$ cat src/pkg/ubf_pkg.sv
// constants and types for the serial port baud and frame configuration
package ubf_pkg;
	// register offsets (byte addresses on apb)
	localparam logic [11:0] UBF_DIV_HIGH_OFS   = 12'h000;
	localparam logic [11:0] UBF_DIV_LOW_OFS    = 12'h004;
	localparam logic [11:0] UBF_FRAME_CTRL_OFS = 12'h008;
	localparam logic [11:0] UBF_ENABLE_OFS     = 12'h00C;
	localparam logic [11:0] UBF_IRQ_STAT_OFS   = 12'h010;
	localparam logic [11:0] UBF_IRQ_MASK_OFS   = 12'h014;
	localparam logic [11:0] UBF_LINE_STAT_OFS  = 12'h018;
	// reset values
	localparam logic [7:0] UBF_DIV_HIGH_RST   = 8'h00;
	localparam logic [7:0] UBF_DIV_LOW_RST    = 8'h04;
	localparam logic [7:0] UBF_FRAME_CTRL_RST = 8'h00;
	// divisor high register fields
	localparam int UBF_BRK_IE_BIT   = 7;
	localparam int UBF_EDGE_IE_BIT  = 6;
	localparam int UBF_STOP_SEL_BIT = 5;
	localparam int UBF_DIV_HI_MSB   = 4;
	// frame control fields
	localparam int UBF_LOOP_BIT     = 7;
	localparam int UBF_WAITFRZ_BIT  = 6;
	localparam int UBF_RXSRC_BIT    = 5;
	localparam int UBF_NINE_BIT     = 4;
	localparam int UBF_WAKE_BIT     = 3;
	localparam int UBF_IDLE_SEL_BIT = 2;
	localparam int UBF_PAR_ON_BIT   = 1;
	localparam int UBF_PAR_ODD_BIT  = 0;
	// enable register fields
	localparam int UBF_RX_ON_BIT = 1;
	localparam int UBF_TX_ON_BIT = 0;
	// timing: baud generator divides by sixteen times the divisor
	localparam int UBF_OVERSAMPLE = 16;
	localparam int UBF_DIV_W      = 13;
	// line routing modes
	typedef enum logic [1:0] {
		UBF_ROUTE_NORMAL = 2'b00,
		UBF_ROUTE_LOOP   = 2'b01,
		UBF_ROUTE_SINGLE = 2'b10
	} ubf_route_t;
	// apb slave states
	typedef enum logic [1:0] {
		UBF_BUS_IDLE   = 2'b00,
		UBF_BUS_ACCESS = 2'b01,
		UBF_BUS_DONE   = 2'b10
	} ubf_bus_t;
endpackage

$ cat src/pkg/ubf_baud_if.sv
// interface between the configuration core and its baud generator
`timescale 1ns/1ps
`default_nettype none
interface ubf_baud_if;
	import ubf_pkg::*;
	logic [UBF_DIV_W-1:0] divisor;
	logic                 run;
	logic                 tick;
	logic                 bitTick;
	modport core (output divisor, output run, input tick, input bitTick);
	modport gen  (input divisor, input run, output tick, output bitTick);
endinterface
`default_nettype wire

$ cat src/core/ubf_config.sv
// serial port baud and frame configuration with apb register file
//
// Functional notes
// - the high divisor write is buffered and committed only by a low write.
// - divisor upper five bits are high reg bits 4..0, lower eight the low reg.
// - a zero divisor stops the baud generator entirely.
// - a divisor of 1..8191 gives a baud of the bus clock over sixteen times it.
// - after reset the generator stays off until rx or tx is first enabled.
// - break interrupt enable requests an interrupt while the break flag is 1.
// - edge interrupt enable requests an interrupt while the edge flag is 1.
// - stop select gives one stop bit at 0 and two at 1.
// - loopback routes transmitter output to the receiver, ignoring rx pin.
// - with loopback off, rx and tx use separate pins.
// - wait freeze 0 keeps clocks in wait; 1 freezes them during wait.
// - low divisor resets to 04h, high divisor and frame control to zero.
// - in loopback, source select 0 is internal loop, 1 is single wire.
// - nine-bit select adds a ninth data bit before the stop bit.
// - with parity on the top data bit is parity; 0 even, 1 odd.
//
// The APB slave port and the register offsets were decided locally.
`timescale 1ns/1ps
`default_nettype none
module ubf_config
	import ubf_pkg::*;
(
	input  wire logic        clk,
	input  wire logic        rst_b,
	input  wire logic        psel,
	input  wire logic        penable,
	input  wire logic        pwrite,
	input  wire logic [11:0] paddr,
	input  wire logic [31:0] pwdata,
	output logic      [31:0] prdata,
	output logic             pready,
	output logic             pslverr,
	input  wire logic        breakFlag,
	input  wire logic        rxEdgeFlag,
	input  wire logic        txSerial,
	input  wire logic        rxPin,
	input  wire logic        txPinIn,
	input  wire logic        cpuWait,
	output logic             txPinOut,
	output logic             txPinOe,
	output logic             rxToReceiver,
	output logic             breakIrq,
	output logic             rxEdgeIrq,
	output logic             irq,
	output logic             baudTick,
	output logic             bitTick,
	output logic             clockRun,
	output logic             twoStopBits,
	output logic             nineBitChar,
	output logic             parityOn,
	output logic             oddParitySel,
	output logic             idleCountStartSel,
	output logic             wakeAddrMark
);
	logic [7:0] divHighBuf_r;   // buffered high half as written
	logic [4:0] divHighWork_r;  // working high half
	logic [7:0] divLow_r;
	logic [7:0] frameCtrl_r;
	logic [1:0] enable_r;
	logic       genArmed_r;
	logic [1:0] irqStat_r;
	logic [1:0] irqMask_r;
	logic [1:0] brkSync_r;
	logic [1:0] edgSync_r;
	logic [1:0] rxSync_r;
	logic [1:0] txInSync_r;
	logic [1:0] waitSync_r;
	ubf_bus_t   busState_r;
	ubf_bus_t   busState_nxt;
	ubf_route_t route;
	logic [31:0] rdMux;
	logic        addrOk;
	logic        wrEn;
	logic        rdEn;
	logic        rxSel;
	logic        genRun;

	ubf_baud_if bIf ();

	ubf_baud_gen u_gen (
		.clk   (clk),
		.rst_b (rst_b),
		.bg    (bIf.gen)
	);

	// apb handshake: one wait state, answer in the cycle after access starts
	always_comb begin
		busState_nxt = busState_r;
		case (busState_r)
			UBF_BUS_IDLE: begin
				if (psel && !penable)
					busState_nxt = UBF_BUS_ACCESS;
			end
			UBF_BUS_ACCESS: begin
				if (psel && penable)
					busState_nxt = UBF_BUS_DONE;
			end
			UBF_BUS_DONE: busState_nxt = UBF_BUS_IDLE;
			default: busState_nxt = UBF_BUS_IDLE;
		endcase
	end

	always_ff @(posedge clk) begin
		if (!rst_b)
			busState_r <= UBF_BUS_IDLE;
		else
			busState_r <= busState_nxt;
	end

	// address decode; a commit happens on the access edge that sees pready
	always_comb begin
		addrOk = (paddr == UBF_DIV_HIGH_OFS) || (paddr == UBF_DIV_LOW_OFS)
			|| (paddr == UBF_FRAME_CTRL_OFS) || (paddr == UBF_ENABLE_OFS)
			|| (paddr == UBF_IRQ_STAT_OFS) || (paddr == UBF_IRQ_MASK_OFS)
			|| (paddr == UBF_LINE_STAT_OFS);
		wrEn = psel && penable && pready && pwrite && addrOk;
		rdEn = psel && penable && pready && !pwrite && addrOk;
	end

	// read mux of current state
	always_comb begin
		rdMux = 32'h0000_0000;
		case (paddr)
			UBF_DIV_HIGH_OFS:   rdMux = {24'h000000, divHighBuf_r};
			UBF_DIV_LOW_OFS:    rdMux = {24'h000000, divLow_r};
			UBF_FRAME_CTRL_OFS: rdMux = {24'h000000, frameCtrl_r};
			UBF_ENABLE_OFS:     rdMux = {30'h00000000, enable_r};
			UBF_IRQ_STAT_OFS:   rdMux = {30'h00000000, irqStat_r};
			UBF_IRQ_MASK_OFS:   rdMux = {30'h00000000, irqMask_r};
			UBF_LINE_STAT_OFS:  rdMux = {29'h00000000, genRun,
				edgSync_r[1], brkSync_r[1]};
			default: rdMux = 32'h0000_0000;
		endcase
	end

	// bus outputs registered
	always_ff @(posedge clk) begin
		if (!rst_b) begin
			pready  <= 1'b0;
			pslverr <= 1'b0;
			prdata  <= 32'h0000_0000;
		end else begin
			pready  <= (busState_nxt == UBF_BUS_DONE);
			pslverr <= (busState_nxt == UBF_BUS_DONE) && !addrOk;
			prdata  <= (busState_nxt == UBF_BUS_DONE) ? rdMux : 32'h0000_0000;
		end
	end

	// divisor registers: high buffered, committed with low write
	always_ff @(posedge clk) begin
		if (!rst_b) begin
			divHighBuf_r  <= UBF_DIV_HIGH_RST;
			divHighWork_r <= UBF_DIV_HIGH_RST[UBF_DIV_HI_MSB:0];
			divLow_r      <= UBF_DIV_LOW_RST;
		end else if (wrEn && paddr == UBF_DIV_HIGH_OFS) begin
			divHighBuf_r <= pwdata[7:0];
		end else if (wrEn && paddr == UBF_DIV_LOW_OFS) begin
			divLow_r      <= pwdata[7:0];
			divHighWork_r <= divHighBuf_r[UBF_DIV_HI_MSB:0];
		end
	end

	// frame control and enable registers
	always_ff @(posedge clk) begin
		if (!rst_b) begin
			frameCtrl_r <= UBF_FRAME_CTRL_RST;
			enable_r    <= 2'b00;
			irqMask_r   <= 2'b00;
		end else if (wrEn) begin
			if (paddr == UBF_FRAME_CTRL_OFS)
				frameCtrl_r <= pwdata[7:0];
			if (paddr == UBF_ENABLE_OFS)
				enable_r <= pwdata[1:0];
			if (paddr == UBF_IRQ_MASK_OFS)
				irqMask_r <= pwdata[1:0];
		end
	end

	// generator stays off after reset until rx or tx is first enabled
	always_ff @(posedge clk) begin
		if (!rst_b)
			genArmed_r <= 1'b0;
		else if (wrEn && paddr == UBF_ENABLE_OFS && pwdata[1:0] != 2'b00)
			genArmed_r <= 1'b1;
	end

	// input synchronisers for pins and flags from outside
	always_ff @(posedge clk) begin
		if (!rst_b) begin
			brkSync_r  <= 2'b00;
			edgSync_r  <= 2'b00;
			rxSync_r   <= 2'b11;
			txInSync_r <= 2'b11;
			waitSync_r <= 2'b00;
		end else begin
			brkSync_r  <= {brkSync_r[0], breakFlag};
			edgSync_r  <= {edgSync_r[0], rxEdgeFlag};
			rxSync_r   <= {rxSync_r[0], rxPin};
			txInSync_r <= {txInSync_r[0], txPinIn};
			waitSync_r <= {waitSync_r[0], cpuWait};
		end
	end

	// sticky status; a read clears, but a new event in that cycle wins
	always_ff @(posedge clk) begin
		if (!rst_b)
			irqStat_r <= 2'b00;
		else if (rdEn && paddr == UBF_IRQ_STAT_OFS)
			irqStat_r <= {rxEdgeIrq, breakIrq};
		else
			irqStat_r <= irqStat_r | {rxEdgeIrq, breakIrq};
	end

	// line routing selection
	always_comb begin
		if (!frameCtrl_r[UBF_LOOP_BIT])
			route = UBF_ROUTE_NORMAL;
		else if (frameCtrl_r[UBF_RXSRC_BIT])
			route = UBF_ROUTE_SINGLE;
		else
			route = UBF_ROUTE_LOOP;
		case (route)
			UBF_ROUTE_NORMAL: rxSel = rxSync_r[1];
			UBF_ROUTE_LOOP:   rxSel = txSerial;
			UBF_ROUTE_SINGLE: rxSel = txInSync_r[1];
			default:          rxSel = 1'b1;
		endcase
		genRun = genArmed_r && !(waitSync_r[1]
			&& frameCtrl_r[UBF_WAITFRZ_BIT]);
	end

	assign bIf.divisor = {divHighWork_r, divLow_r};
	assign bIf.run     = genRun;

	// registered outputs: routing, requests, ticks and clock run
	always_ff @(posedge clk) begin
		if (!rst_b) begin
			txPinOut     <= 1'b1;
			txPinOe      <= 1'b0;
			rxToReceiver <= 1'b1;
			breakIrq     <= 1'b0;
			rxEdgeIrq    <= 1'b0;
			irq          <= 1'b0;
			baudTick     <= 1'b0;
			bitTick      <= 1'b0;
			clockRun     <= 1'b0;
		end else begin
			txPinOut     <= txSerial;
			txPinOe      <= (route != UBF_ROUTE_LOOP);
			rxToReceiver <= rxSel;
			breakIrq     <= brkSync_r[1] & divHighBuf_r[UBF_BRK_IE_BIT];
			rxEdgeIrq    <= edgSync_r[1] & divHighBuf_r[UBF_EDGE_IE_BIT];
			irq          <= |(irqStat_r & irqMask_r);
			baudTick     <= bIf.tick;
			bitTick      <= bIf.bitTick;
			clockRun     <= genRun && (bIf.divisor != '0);
		end
	end

	// frame settings handed to the shifters
	always_ff @(posedge clk) begin
		if (!rst_b) begin
			twoStopBits       <= 1'b0;
			nineBitChar       <= 1'b0;
			parityOn          <= 1'b0;
			oddParitySel      <= 1'b0;
			idleCountStartSel <= 1'b0;
			wakeAddrMark      <= 1'b0;
		end else begin
			twoStopBits       <= divHighBuf_r[UBF_STOP_SEL_BIT];
			nineBitChar       <= frameCtrl_r[UBF_NINE_BIT];
			parityOn          <= frameCtrl_r[UBF_PAR_ON_BIT];
			oddParitySel      <= frameCtrl_r[UBF_PAR_ODD_BIT];
			idleCountStartSel <= frameCtrl_r[UBF_IDLE_SEL_BIT];
			wakeAddrMark      <= frameCtrl_r[UBF_WAKE_BIT];
		end
	end
endmodule
`default_nettype wire

$ cat src/core/ubf_baud_gen.sv
// baud generator: sixteen-times oversample tick and bit tick
`timescale 1ns/1ps
`default_nettype none
module ubf_baud_gen
	import ubf_pkg::*;
(
	input  wire logic clk,
	input  wire logic rst_b,
	ubf_baud_if.gen   bg
);
	logic [UBF_DIV_W-1:0] divCnt_r;
	logic [3:0]           ovsCnt_r;
	logic                 tick_r;
	logic                 bit_r;

	// divide counter, held at zero while stopped so it draws no toggling
	always_ff @(posedge clk) begin
		if (!rst_b || !bg.run || bg.divisor == '0) begin
			divCnt_r <= '0;
			tick_r   <= 1'b0;
		end else if (divCnt_r >= bg.divisor - 13'h0001) begin
			divCnt_r <= '0;
			tick_r   <= 1'b1;
		end else begin
			divCnt_r <= divCnt_r + 13'h0001;
			tick_r   <= 1'b0;
		end
	end

	// oversample counter gives one bit tick per sixteen ticks
	always_ff @(posedge clk) begin
		if (!rst_b || !bg.run || bg.divisor == '0) begin
			ovsCnt_r <= 4'h0;
			bit_r    <= 1'b0;
		end else if (tick_r) begin
			ovsCnt_r <= ovsCnt_r + 4'h1;
			bit_r    <= (ovsCnt_r == 4'(UBF_OVERSAMPLE - 1));
		end else begin
			bit_r <= 1'b0;
		end
	end

	assign bg.tick    = tick_r;
	assign bg.bitTick = bit_r;
endmodule
`default_nettype wire

$ cat config.mk
export PLATFORM = sky130hd
export DESIGN_NAME = ubf_config
export DESIGN_NICKNAME = d
export VERILOG_FILES = /design/src/pkg/ubf_pkg.sv /design/src/pkg/ubf_baud_if.sv /design/src/core/ubf_config.sv /design/src/core/ubf_baud_gen.sv
export SDC_FILE = /design/constraint.sdc
export NUM_CORES = 1
export LEC_CHECK = 0
export ABC_CLOCK_PERIOD_IN_PS = 2800
export BUFFER_PORTS_ARGS = -buffer_cell sky130_fd_sc_hd__buf_2
export CAP_MARGIN = 20
export CORE_MARGIN = 1
export CORE_UTILIZATION = 48
export CTS_CLUSTER_DIAMETER = 40
export DETAILED_ROUTE_END_ITERATION = 10
export GPL_TIMING_DRIVEN = 0
export PLACE_DENSITY = 0.75
export SYNTH_ARGS = -nofsm -noshare
export SYNTH_HDL_FRONTEND = slang
export SYNTH_SLANG_ARGS = --single-unit
$ cat constraint.sdc
create_clock -name clk -period 2.8 [get_ports clk]
set_input_delay 0.84 -clock clk [delete_from_list [all_inputs] [get_ports clk]]
set_output_delay 0.84 -clock clk [all_outputs]
set_load 0.1 [all_outputs]
* Word-level counts from Yosys, hierarchy flattened
Cells that the tools add are included.
Storage, ports and cells: bits of input ports 55, output and inout bits 49, bits in registers 116
Operators by class: bitwise gates (word level) 6, multiplexer cells 9, $lt $le $gt $ge 1, add/subtract/negate cells 3, equal/unequal tests 12, reductions and logical operators 44
Operators with widths (count):
- case mux 8 bit (7 select lines) | 1
- equality test 12 x 5 -> 1 bit, second input constant | 3
- equality test 12 x 4 -> 1 bit, second input constant | 2
- logical AND 1 bit | 16
- adder 13 x 1 -> 13 bit, second input constant | 1
- greater-or-equal comparator 13 bit | 1
- zero test 13 bit | 1
- nonzero test 13 bit | 1
- subtractor 13 x 1 -> 13 bit, second input constant | 1
- equality test 12 x 3 -> 1 bit, second input constant | 1
- zero test 12 bit | 1
- 2-to-1 mux 2 bit | 5
- AND reduction 2 bit | 5
- logical OR 1 bit | 8
- zero test 1 bit | 6
- OR reduction 2 bit | 3
- adder 4 x 1 -> 4 bit, second input constant | 1
- equality test 2 x 1 -> 1 bit, second input constant | 2
- equality test 2 bit, second input constant | 2
- equality test 4 bit, second input constant | 1
- zero test 2 bit | 2
- case mux 2 bit (2 select lines) | 1
- case mux 1 bit (3 select lines) | 1
- bitwise AND 1 bit | 2
- 6 further kinds | 7

* Longest topological paths before layout
Gate-level depths: netlist of run 1.
word-level depth 11, depth in mapped cells 12, mapped depth without buffers 11

* Cells and area by module
A second synthesis of run 1 with hierarchy kept.
Unflattened totals: cells, all modules 443, area total of the unflattened synthesis 4272.8 µm²
By module, submodules not included:
- ubf_config | seq. area each 1461.4 µm², cells an instance 296, area each 2955.3 µm², instances 1
- ubf_baud_gen | seq. area each 380.4 µm², cells an instance 147, area each 1317.5 µm², instances 1

* Worst setup path after synthesis of run 1
OpenSTA, ideal clock, no wires.
path type register to register, start reg divLow_r[0], end reg u_gen.divCnt_r[10], stages on the path, launching flop included 13, required time 2666 ps, setup slack 25 ps, setup time 134 ps, data arrival time 2642 ps, path buffers 1, cells stage by stage dfxtp_1 inv_1 ha_1 nor3b_2 nand2_1 or4_1 xor2_1 ha_1 and4_1 nand2_1 a211oi_1 buf_2 nor4_1
On the way: cells in the longest elaborated chain, start to end 3, elaborated cells between the ends (all ways) 5
Ends and longest elaborated chain:
- start, declared | line ubf_config.sv:60 | logic [7:0] divLow_r;
- start signal, assigned | line ubf_config.sv:161 | divLow_r <= pwdata[7:0];
- subtractor 13 x 1 -> 13 bit / zero test 13 bit (equally long branches) | line ubf_baud_gen.sv:21, ubf_baud_gen.sv:18
- greater-or-equal comparator 13 bit / logical OR 1 bit (equally long branches) | line ubf_baud_gen.sv:21, ubf_baud_gen.sv:18
- OR reduction 2 bit (no line) (*)
- end signal, assigned | line ubf_baud_gen.sv:25 | divCnt_r <= divCnt_r + 13'h0001;
- end, declared | line ubf_baud_gen.sv:11 | logic [UBF_DIV_W-1:0] divCnt_r;
Every way passes the cells marked *; elsewhere a longest branch is shown, timed or not. A chain may end at the register's enable or synchronous reset.

* Worst setup path in the final report of run 1
start reg divLow_r[0], end reg u_gen.divCnt_r[1]
Same word-level chain as after synthesis.

==> results.json, run 1 <==
{
  "run_status": "complete, but fails checks",
  "failed_checks": "setup timing",
  "hold_violations": 0,
  "crit_start": "divLow_r[0]",
  "setup_violations": 14,
  "start_util": 0.506,
  "r2r-start": "divLow_r[0]",
  "arrival_ps": 3280,
  "ant_nets": 0,
  "grt_pass1_wl_mm": 16.7,
  "port_buffers": 54,
  "dp_slack_ps": -444,
  "clkTransAtPathRegs_ps": 100,
  "hp-class": "reg -> reg",
  "rsz0062_at_grt": "true",
  "first_iter_violations": 349,
  "setup_slack_ps": -198,
  "rows": 33,
  "async_flop_share": 0,
  "clock_sinks": 92,
  "cts_tree": "built",
  "grt_max_degree": 16,
  "path_max_fanout": 5,
  "htree_levels": 3,
  "die_w_um": 96.0,
  "synth_top_area_frac": 0.434,
  "core_area_sq_um": 8380,
  "cellPowerDensity_nw_per_um2": 477,
  "period_minus_slack_ps": 3000,
  "yosys_warnings": 0,
  "routed_via_density": 5.57,
  "worst_pin_slew_ps": 552,
  "cpMostUsedCell": "nor4_4",
  "gp_congestion": 0.899,
  "num_antenna_cells": 0,
  "worstHoldStart": "rxSync_r[0]",
  "grt_pass1_vias": 3478,
  "drcViolationCount": 0,
  "vias": 3776,
  "routedWlPerCell_um": 16.4,
  "dp.final_hpwl_mm": 7.52,
  "clk_latency_ps": 370,
  "drv_slew": 0,
  "final_cell_area_sq_um": 5260,
  "critPathKind": "reg -> reg",
  "p_leak_nw": 2.00,
  "slowest_delay_ps": 530,
  "final_layout_size_suffix_gt1_frac": 0.267,
  "clk_path_buf_depth": 2,
  "final_nets": 640,
  "postLayoutCoreUtil": 0.628,
  "cap_violations": 0,
  "grt_usage": 0.242,
  "slowest_stage": "or4_4",
  "period_share": 1.07,
  "ys_seq_area_frac": 0.434,
  "ys.flop_type": "dfxtp_1",
  "io_pins": 104,
  "hold_buffers": 0,
  "cp-start-kind": "register",
  "grt.overflow.total": 0,
  "area_growth_pct": 24.1,
  "antenna_found_initial": 0,
  "synthDistinctLibCells": 46,
  "wl_mm": 11.1,
  "clock-skew-final_ps": 13.3,
  "critPathCaptureType": "register",
  "dieArea_sq_um": 9210,
  "synth_area_leaders": "dfxtp_1 43%, a21oi_1 5.3%, nand3_1 5.0%",
  "synth.cell_area_sq_um": 4240,
  "drtPass1Iterations": 5,
  "synthCells": 472,
  "synth-edff-count": 0,
  "vdd.ir_drop.worst_mv": 0.328,
  "synthTopCellsByCount": "92 x dfxtp_1, 45 x a21oi_1, 42 x nand3_1",
  "synth_area_per_cell_sq_um": 8.98,
  "synth_most_common_cell": "dfxtp_1",
  "required_ps": 3090,
  "slew_headroom": 0.632,
  "dpl_cell_area_sq_um": 4730,
  "fmax_ghz": 0.334,
  "ys_seq_elements": 92,
  "critical_path.cell_chain": "or4_4 > nor4_4 > buf_4 > xnor2_1 > ha_1 > nand2_1 > o21ai_0 > a221o_1 > buf_8 > nor4_4",
  "synth_top_area_cell": "dfxtp_1",
  "die_height_um": 96.0,
  "clockRootBuffer": "clkbuf_8",
  "numCtsBuffers": 9
}
[timing repair]
action | CTS | global route
pin swaps | 1 | 17
gates resized for setup | 25 | 30
gates cloned | 1 | 1
setup endpoints to repair | 14 | 14
buffers inserted | 3 | 5
[cells by family (layout without fill, tap and decap cells)]
| kind of cell | Yosys count | count (layout) | synth area share |
|---|---|---|---|
| fa+ha+maj | 16 | 16 | 0.0472 |
| buf+inv | 65 | 143 | 0.0880 |
| mux | 6 | 6 | 0.0201 |
| compound gates | 103 | 103 | 0.134 |
| flops | 92 | 92 | 0.434 |
| xor+xnor | 25 | 25 | 0.0517 |
| simple gates | 164 | 164 | 0.224 |
| other cells | 1 | 24 | 0.000885 |
[state kept, by name, summed over array words and instances (netlist names), 4 cells and up]
register	cells
u_gen.divCnt_r	13
frameCtrl_r	8
divHighWork_r	5
u_gen.ovsCnt_r	4
divLow_r	8
prdata	8
divHighBuf_r	8
[metrics by stage]
stage / setup TNS [ps] / hold WS [ps] / cells / power, mW
5_1_grt: -2620 / 437 / 678 / 2.59
2_1_floorplan: 0 / 386 / 495 / 1.57
6_report: -1670 / 415 / 678 / 2.51
3_3_place_gp: -3580 / 388 / 654 / 1.62
4_1_cts: -456 / 419 / 672 / 2.52
3_5_place_dp: -4980 / 397 / 654 / 1.63
[metal layers]
metal	wire [um]	vias to the layer above	global-route usage
li1	-	1814	-
met1	4770	1752	0.300
met2	5310	177	0.401
met3	684	33	0.0434
met4	364	0	0.126
met5	0	-	0
[layout make-up]
type,count,area [sq um]
clock inverters,5,60.1
inverters,15,56.3
plain buffers,49,330
clock buffers,10,138
well taps,105,131
repair buffers,64,360
flip-flops and latches,92,1850
fillers,706,3120
multi-input cells,338,2340
[final timing paths]
kind,to,slack (ps),depth (start not counted)
hold / removal,rxSync_r[1],410,1
hold reg to reg,rxSync_r[1],410,1
setup reg to reg,u_gen.divCnt_r[1],-200,10
setup / recovery,u_gen.divCnt_r[1],-200,10
[report_power, final]
group / total, mW / switching [mW] / leakage [nW] / internal, mW
clock network: 0.914 / 0.477 / 0.0992 / 0.437
registers: 1.32 / 0.00310 / 0.745 / 1.32
logic: 0.279 / 0.221 / 1.15 / 0.0584
total: 2.51 / 0.701 / 2.00 / 1.81
[worst max-delay path: cells and delay by family (launching register included)]
| kind | cells | cell delay (ps) |
|---|---|---|
| DFF | 1 | 360 |
| xor gates and xnor gates | 1 | 160 |
| buffers and inverters | 2 | 370 |
| adders and majority gates | 1 | 290 |
| and+or+nand+nor | 4 | 1150 |
| AOI/OAI and AO/OA | 2 | 590 |
[cells in the final DEF, fill, tap and decap left out, drive strengths merged, types with 16 or more instances in the layout]
| cell | instances |
|---|---|
| nand3 | 42 |
| buf | 102 |
| a21oi | 45 |
| nor4 | 18 |
| o21ai | 40 |
| ha | 16 |
| conb | 24 |
| clkbuf | 21 |
| nand2 | 27 |
| xnor2 | 16 |
| and2 | 16 |
| inv | 17 |
| dfxtp | 92 |
Power figures use the tool's default switching activity.
==> inputs of run 2 (changes only) <==
--- a/config.mk
+++ b/config.mk
@@ -14,6 +14,7 @@
 export DETAILED_ROUTE_END_ITERATION = 10
 export GPL_TIMING_DRIVEN = 0
 export PLACE_DENSITY = 0.75
+export RECOVER_POWER = 100
 export SYNTH_ARGS = -nofsm -noshare
 export SYNTH_HDL_FRONTEND = slang
 export SYNTH_SLANG_ARGS = --single-unit
==> results.json, run 2 (same netlist as run 1, synthesis figures left out) <==
{
  "critPathCaptureType": "register",
  "run_status": "complete, but fails checks",
  "dpl_cell_area_sq_um": 4730,
  "r2r-start": "divLow_r[0]",
  "clkTransAtPathRegs_ps": 100,
  "whs_ps": 415,
  "worst_pin_slew_ps": 1180,
  "vdd.ir_drop.worst_mv": 0.327,
  "dp.final_hpwl_mm": 7.52,
  "area_growth_pct": 22.7,
  "setup_slack_ps": -192,
  "numCtsBuffers": 9,
  "hold_violations": 0,
  "core_area_sq_um": 8380,
  "final_cell_mix": "89 x dfxtp_1, 44 x a21oi_1, 42 x nand3_1",
  "setup_violations": 14,
  "path_max_fanout": 5,
  "gp_congestion": 0.899,
  "clockRootBuffer": "clkbuf_8",
  "cp-start-kind": "register",
  "required_ps": 3090,
  "clk_latency_ps": 370,
  "port_buffers": 54,
  "arrival_ps": 3280,
  "first_iter_violations": 342,
  "vias": 3751,
  "rows": 33,
  "clk_path_buf_depth": 2,
  "final_cell_area_sq_um": 5200,
  "num_antenna_cells": 0,
  "crit_buf_inv": 2,
  "slew_headroom": 0.220,
  "crit_end": "u_gen.divCnt_r[1]",
  "layout.cells.non_filler": 678,
  "drv_slew": 0,
  "slowest_stage": "or4_4",
  "register_area_sq_um": 1850,
  "critical_path.cell_chain": "or4_4 > nor4_4 > buf_4 > xnor2_1 > ha_1 > nand2_1 > o21ai_0 > a221o_1 > buf_8 > nor4_4",
  "mostFrequentLayoutCell": "dfxtp_1",
  "clock_sinks": 92,
  "dieArea_sq_um": 9210,
  "routedWlPerCell_um": 16.4,
  "htree_levels": 3,
  "cap_violations": 0,
  "fmax_ghz": 0.334,
  "ant_nets": 0,
  "r2r_end": "u_gen.divCnt_r[1]",
  "grt_max_degree": 16,
  "period_share": 1.07,
  "grt_pass1_vias": 3478,
  "io_pins": 104,
  "die_height_um": 96.0,
  "rsz0062_at_grt": "true",
  "largest_register": "u_gen.divCnt_r",
  "dp.cells": 654,
  "period_minus_slack_ps": 2990,
  "final_nets": 640,
  "path_depth": 10,
  "grt_pass1_wl_mm": 16.7,
  "start_util": 0.506,
  "hold_buffers": 0,
  "crit_start": "divLow_r[0]",
  "clock-skew-final_ps": 15.1,
  "wl_mm": 11.1,
  "cts_tree": "built",
  "largest_reg_flops": 13,
  "fillCellCount": 722,
  "hp-class": "reg -> reg",
  "critPathKind": "reg -> reg",
  "timing.reg2reg.setup_slack_ps": -190,
  "grt.overflow.total": 0,
  "cpMostUsedCell": "nor4_4",
  "die_w_um": 96.0,
  "r2r_cells": 10,
  "final_layout_size_suffix_gt1_frac": 0.218,
  "grt_usage": 0.242,
  "multiInputGateArea_sq_um": 2310,
  "slowest_delay_ps": 540,
  "drtPass1Iterations": 9,
  "antenna_found_initial": 0,
  "cellPowerDensity_nw_per_um2": 483,
  "routed_via_density": 5.53,
  "cp_top_family": "simple AND/OR/NAND/NOR gates",
  "p_leak_nw": 1.88,
  "drcViolationCount": 0,
  "failed_checks": "setup timing"
}
run 2: cell types whose count changed in the layout (fill, tap and decap cells not counted), sizes merged:
cell | before | now
clkbuf | 21 | 46
buf | 102 | 77
run 2: worst min path at each step:
stage	depth (start not counted)	endpoint	start
finish	1	rxSync_r[1]	rxSync_r[0]
global route	1	rxSync_r[1]	rxSync_r[0]
CTS	1	rxSync_r[1]	rxSync_r[0]
detailed placement	1	rxSync_r[1]	rxSync_r[0]
global placement	1	rxSync_r[1]	rxSync_r[0]
floorplan	1	rxSync_r[1]	rxSync_r[0]
run 2: area by class of cell:
class / count / area share
Timing Repair Buffer: 64 / 0.0633
Multi-Input combinational cell: 338 / 0.444
Sequential cell: 92 / 0.355
Buffer: 49 / 0.0635
Clock buffer: 10 / 0.0265
Tap cell: 105 / 0.0253
Clock inverter: 5 / 0.0115
Inverter: 15 / 0.0108
run 2: metal layers:
metal  track usage  wire (um)  vias to the layer above
met1         0.300       4640                     1728
met2         0.401       5310                      174
met5             0          0                        -
met4         0.126        394                        0
met3        0.0434        769                       36
li1              -          -                     1813
run 2: repair_timing:
action | in CTS | in global routing
gates resized for setup | 25 | 30
setup endpoints to repair | 14 | 14
pin swaps | 1 | 17
cloned | 1 | 1
setup buffers | 3 | 5
run 2: stage by stage:
stage	power [mW]	TNS, ps	worst slack, ps	utilization
after floorplan	1.57	0	24.8	-
after global placement	1.62	-3580	-335	0.564
after detailed placement	1.63	-4980	-444	0.564
after CTS	2.52	-456	-57.2	0.605
after global routing	2.59	-2620	-256	0.621
final	2.51	-1590	-192	0.621
run 2: report_power, final:
| part | switching (mW) | total, mW | internal [mW] |
|---|---|---|---|
| clock network | 0.479 | 0.916 | 0.437 |
| registers | 0.00303 | 1.32 | 1.32 |
| logic | 0.219 | 0.275 | 0.0565 |
| total | 0.701 | 2.51 | 1.81 |
==> inputs of run 3 (changes only) <==
--- a/config.mk
+++ b/config.mk
@@ -17,4 +17,5 @@
 export RECOVER_POWER = 100
 export SYNTH_ARGS = -nofsm -noshare
 export SYNTH_HDL_FRONTEND = slang
+export SYNTH_HIERARCHICAL = 1
 export SYNTH_SLANG_ARGS = --single-unit
==> results.json, run 3 <==
{
  "slew_headroom": 0.599,
  "ys_seq_elements": 92,
  "wl_mm": 9.20,
  "critical_path.cell_chain": "inv_4 > ha_4 > nor3b_4 > nand2_1 > or3_1 > xor2_1 > ha_1 > nand4_1 > or4_4 > nand3b_4 > buf_6 > nor3_2",
  "synthDistinctLibCells": 53,
  "hp-class": "reg -> reg",
  "clock_sinks": 92,
  "rsz0062_at_grt": "true",
  "setup_violations": 5,
  "slowest_stage": "or4_4",
  "setup_slack_ps": -10.7,
  "p_sw_frac": 0.290,
  "synth_top_area_frac": 0.431,
  "cp-start-kind": "register",
  "drcViolationCount": 0,
  "htree_levels": 3,
  "grt_pass1_vias": 3099,
  "p_leak_nw": 2.36,
  "period_share": 1.00,
  "grt_pass1_wl_mm": 14.5,
  "yosys_warnings": 6,
  "synthTopCellsByCount": "92 x dfxtp_1, 56 x nand2_1, 46 x mux2i_1",
  "fillCellCount": 761,
  "power.switching_mw": 0.735,
  "synth-edff-count": 0,
  "rows": 34,
  "fin_setup_tns_ps": -42.8,
  "final_nets": 616,
  "largest_reg_flops": 13,
  "synth.cell_area_sq_um": 4270,
  "final_layout_size_suffix_gt1_frac": 0.260,
  "power_frac_comb": 0.109,
  "first_iter_violations": 218,
  "clkTransAtPathRegs_ps": 100,
  "required_ps": 3060,
  "drv_slew": 0,
  "vias": 3353,
  "largest_register": "u_gen/divCnt_r",
  "slowest_delay_ps": 570,
  "power.share.sequential": 0.519,
  "p_int_mw": 1.80,
  "cellPowerDensity_nw_per_um2": 493,
  "start_util": 0.492,
  "clock-skew-final_ps": 10.4,
  "numCtsBuffers": 9,
  "whs_ps": 423,
  "core_area_sq_um": 8680,
  "cp_top_family": "simple AND/OR/NAND/NOR gates",
  "area_growth_pct": 20.5,
  "cap_violations": 0,
  "hold_violations": 0,
  "grt_usage": 0.208,
  "routed_via_density": 5.10,
  "gp_congestion": 0.827,
  "ys_seq_area_frac": 0.431,
  "ys.flop_type": "dfxtp_1",
  "run_status": "complete, but fails checks",
  "mostFrequentLayoutCell": "dfxtp_1",
  "grt.overflow.total": 0,
  "dp.cells": 628,
  "port_buffers": 54,
  "clockRootBuffer": "clkbuf_8",
  "num_antenna_cells": 0,
  "path_max_fanout": 5,
  "final_cell_mix": "89 x dfxtp_1, 56 x nand2_1, 56 x buf_2",
  "crit_buf_inv": 2,
  "io_pins": 104,
  "worst_pin_slew_ps": 597,
  "clk_latency_ps": 380,
  "clk_path_buf_depth": 2,
  "ant_nets": 0,
  "cts_tree": "built",
  "hold_buffers": 0,
  "synth_area_leaders": "dfxtp_1 43%, mux2i_1 11%, nand2_1 4.9%",
  "dp_slack_ps": -348,
  "drtPass1Iterations": 4,
  "grt_max_degree": 18,
  "dp.final_hpwl_mm": 6.62,
  "dieArea_sq_um": 9280,
  "critPathKind": "reg -> reg",
  "arrival_ps": 3080,
  "layout.cells.non_filler": 658,
  "die_height_um": 96.4,
  "routedWlPerCell_um": 14.0,
  "synth_most_common_cell": "dfxtp_1",
  "p_clk_frac": 0.372,
  "period_minus_slack_ps": 2810,
  "synth_area_per_cell_sq_um": 9.65,
  "vdd.ir_drop.worst_mv": 0.330,
  "fmax_ghz": 0.356,
  "async_flop_share": 0,
  "antenna_found_initial": 0,
  "synthCells": 443,
  "synth_top_area_cell": "dfxtp_1",
  "die_w_um": 96.4,
  "failed_checks": "setup timing",
  "critPathCaptureType": "register"
}
-- run 3: metal layers --
layer	wire length [um]	track usage	up-vias	part of all wire
li1	-	-	1665	-
met1	4120	0.265	1552	0.45
met2	4270	0.338	119	0.46
met3	619	0.0371	17	0.067
met4	193	0.102	0	0.021
met5	0	0	-	0
-- run 3: kinds of logic (layout without fill, tap and decap cells) --
family | Yosys count | after routing | synth area share
muxes | 48 | 48 | 0.118
other | 1 | 24 | 0.000878
adders and majority gates | 16 | 16 | 0.0469
xor gates and xnor gates | 25 | 25 | 0.0512
buffers and inverters | 61 | 145 | 0.0849
and+or+nand+nor | 167 | 167 | 0.215
AOI/OAI and AO/OA | 33 | 33 | 0.0515
DFF | 92 | 92 | 0.431
-- run 3: power by group through the flow --
stage | logic, mW | registers (mW) | clock network [mW]
2_1_floorplan | 0.214 | 1.37 | 0
3_3_place_gp | 0.273 | 1.35 | 0
3_5_place_dp | 0.275 | 1.35 | 0
4_1_cts | 0.276 | 1.32 | 0.959
5_1_grt | 0.291 | 1.32 | 1.01
6_report | 0.276 | 1.32 | 0.945
-- run 3: layout make-up --
type / count / area [sq um] / share of cell area
multi-input combinational: 313 / 2200 / 0.428
sequential: 92 / 1850 / 0.360
timing repair buffer: 68 / 378 / 0.0734
buffer: 42 / 292 / 0.0566
tap: 108 / 135 / 0.0263
clock buffer: 9 / 124 / 0.0241
clock inverter: 7 / 86.3 / 0.0168
inverter: 19 / 76.3 / 0.0148
-- run 3: worst paths after layout --
path	start	endpoint	slack [ps]	cells past startpoint
setup / recovery	divLow_r[0]	u_gen/divCnt_r[11]	-10	12
hold / removal	txInSync_r[0]	txInSync_r[1]	420	1
setup reg to reg	divLow_r[0]	u_gen/divCnt_r[11]	-10	12
hold reg to reg	txInSync_r[0]	txInSync_r[1]	420	1
-- run 3: what timing repair did --
item / CTS / global route
buffers inserted: 9 / 4
pin swaps: 11 / 5
cloned: 1 / 0
gates resized for setup: 21 / 2
endpoints found under the setup margin: 14 / 14
-- run 3: per-stage QoR --
stage          cell area, sq um  power [mW]   util
2_1_floorplan              4360        1.58      -
3_3_place_gp               4760        1.62  0.549
3_5_place_dp               4760        1.63  0.549
4_1_cts                    5110        2.55  0.589
5_1_grt                    5150        2.62  0.593
6_report                   5150        2.54  0.593
-- run 3: worst register-to-register path: cells and delay by family (launching register included) --
kind	cells	cell delay, ps
DFF	1	380
adders and majority gates	2	430
xor gates and xnor gates	1	160
buffers and inverters	2	200
and+or+nand+nor	7	1520
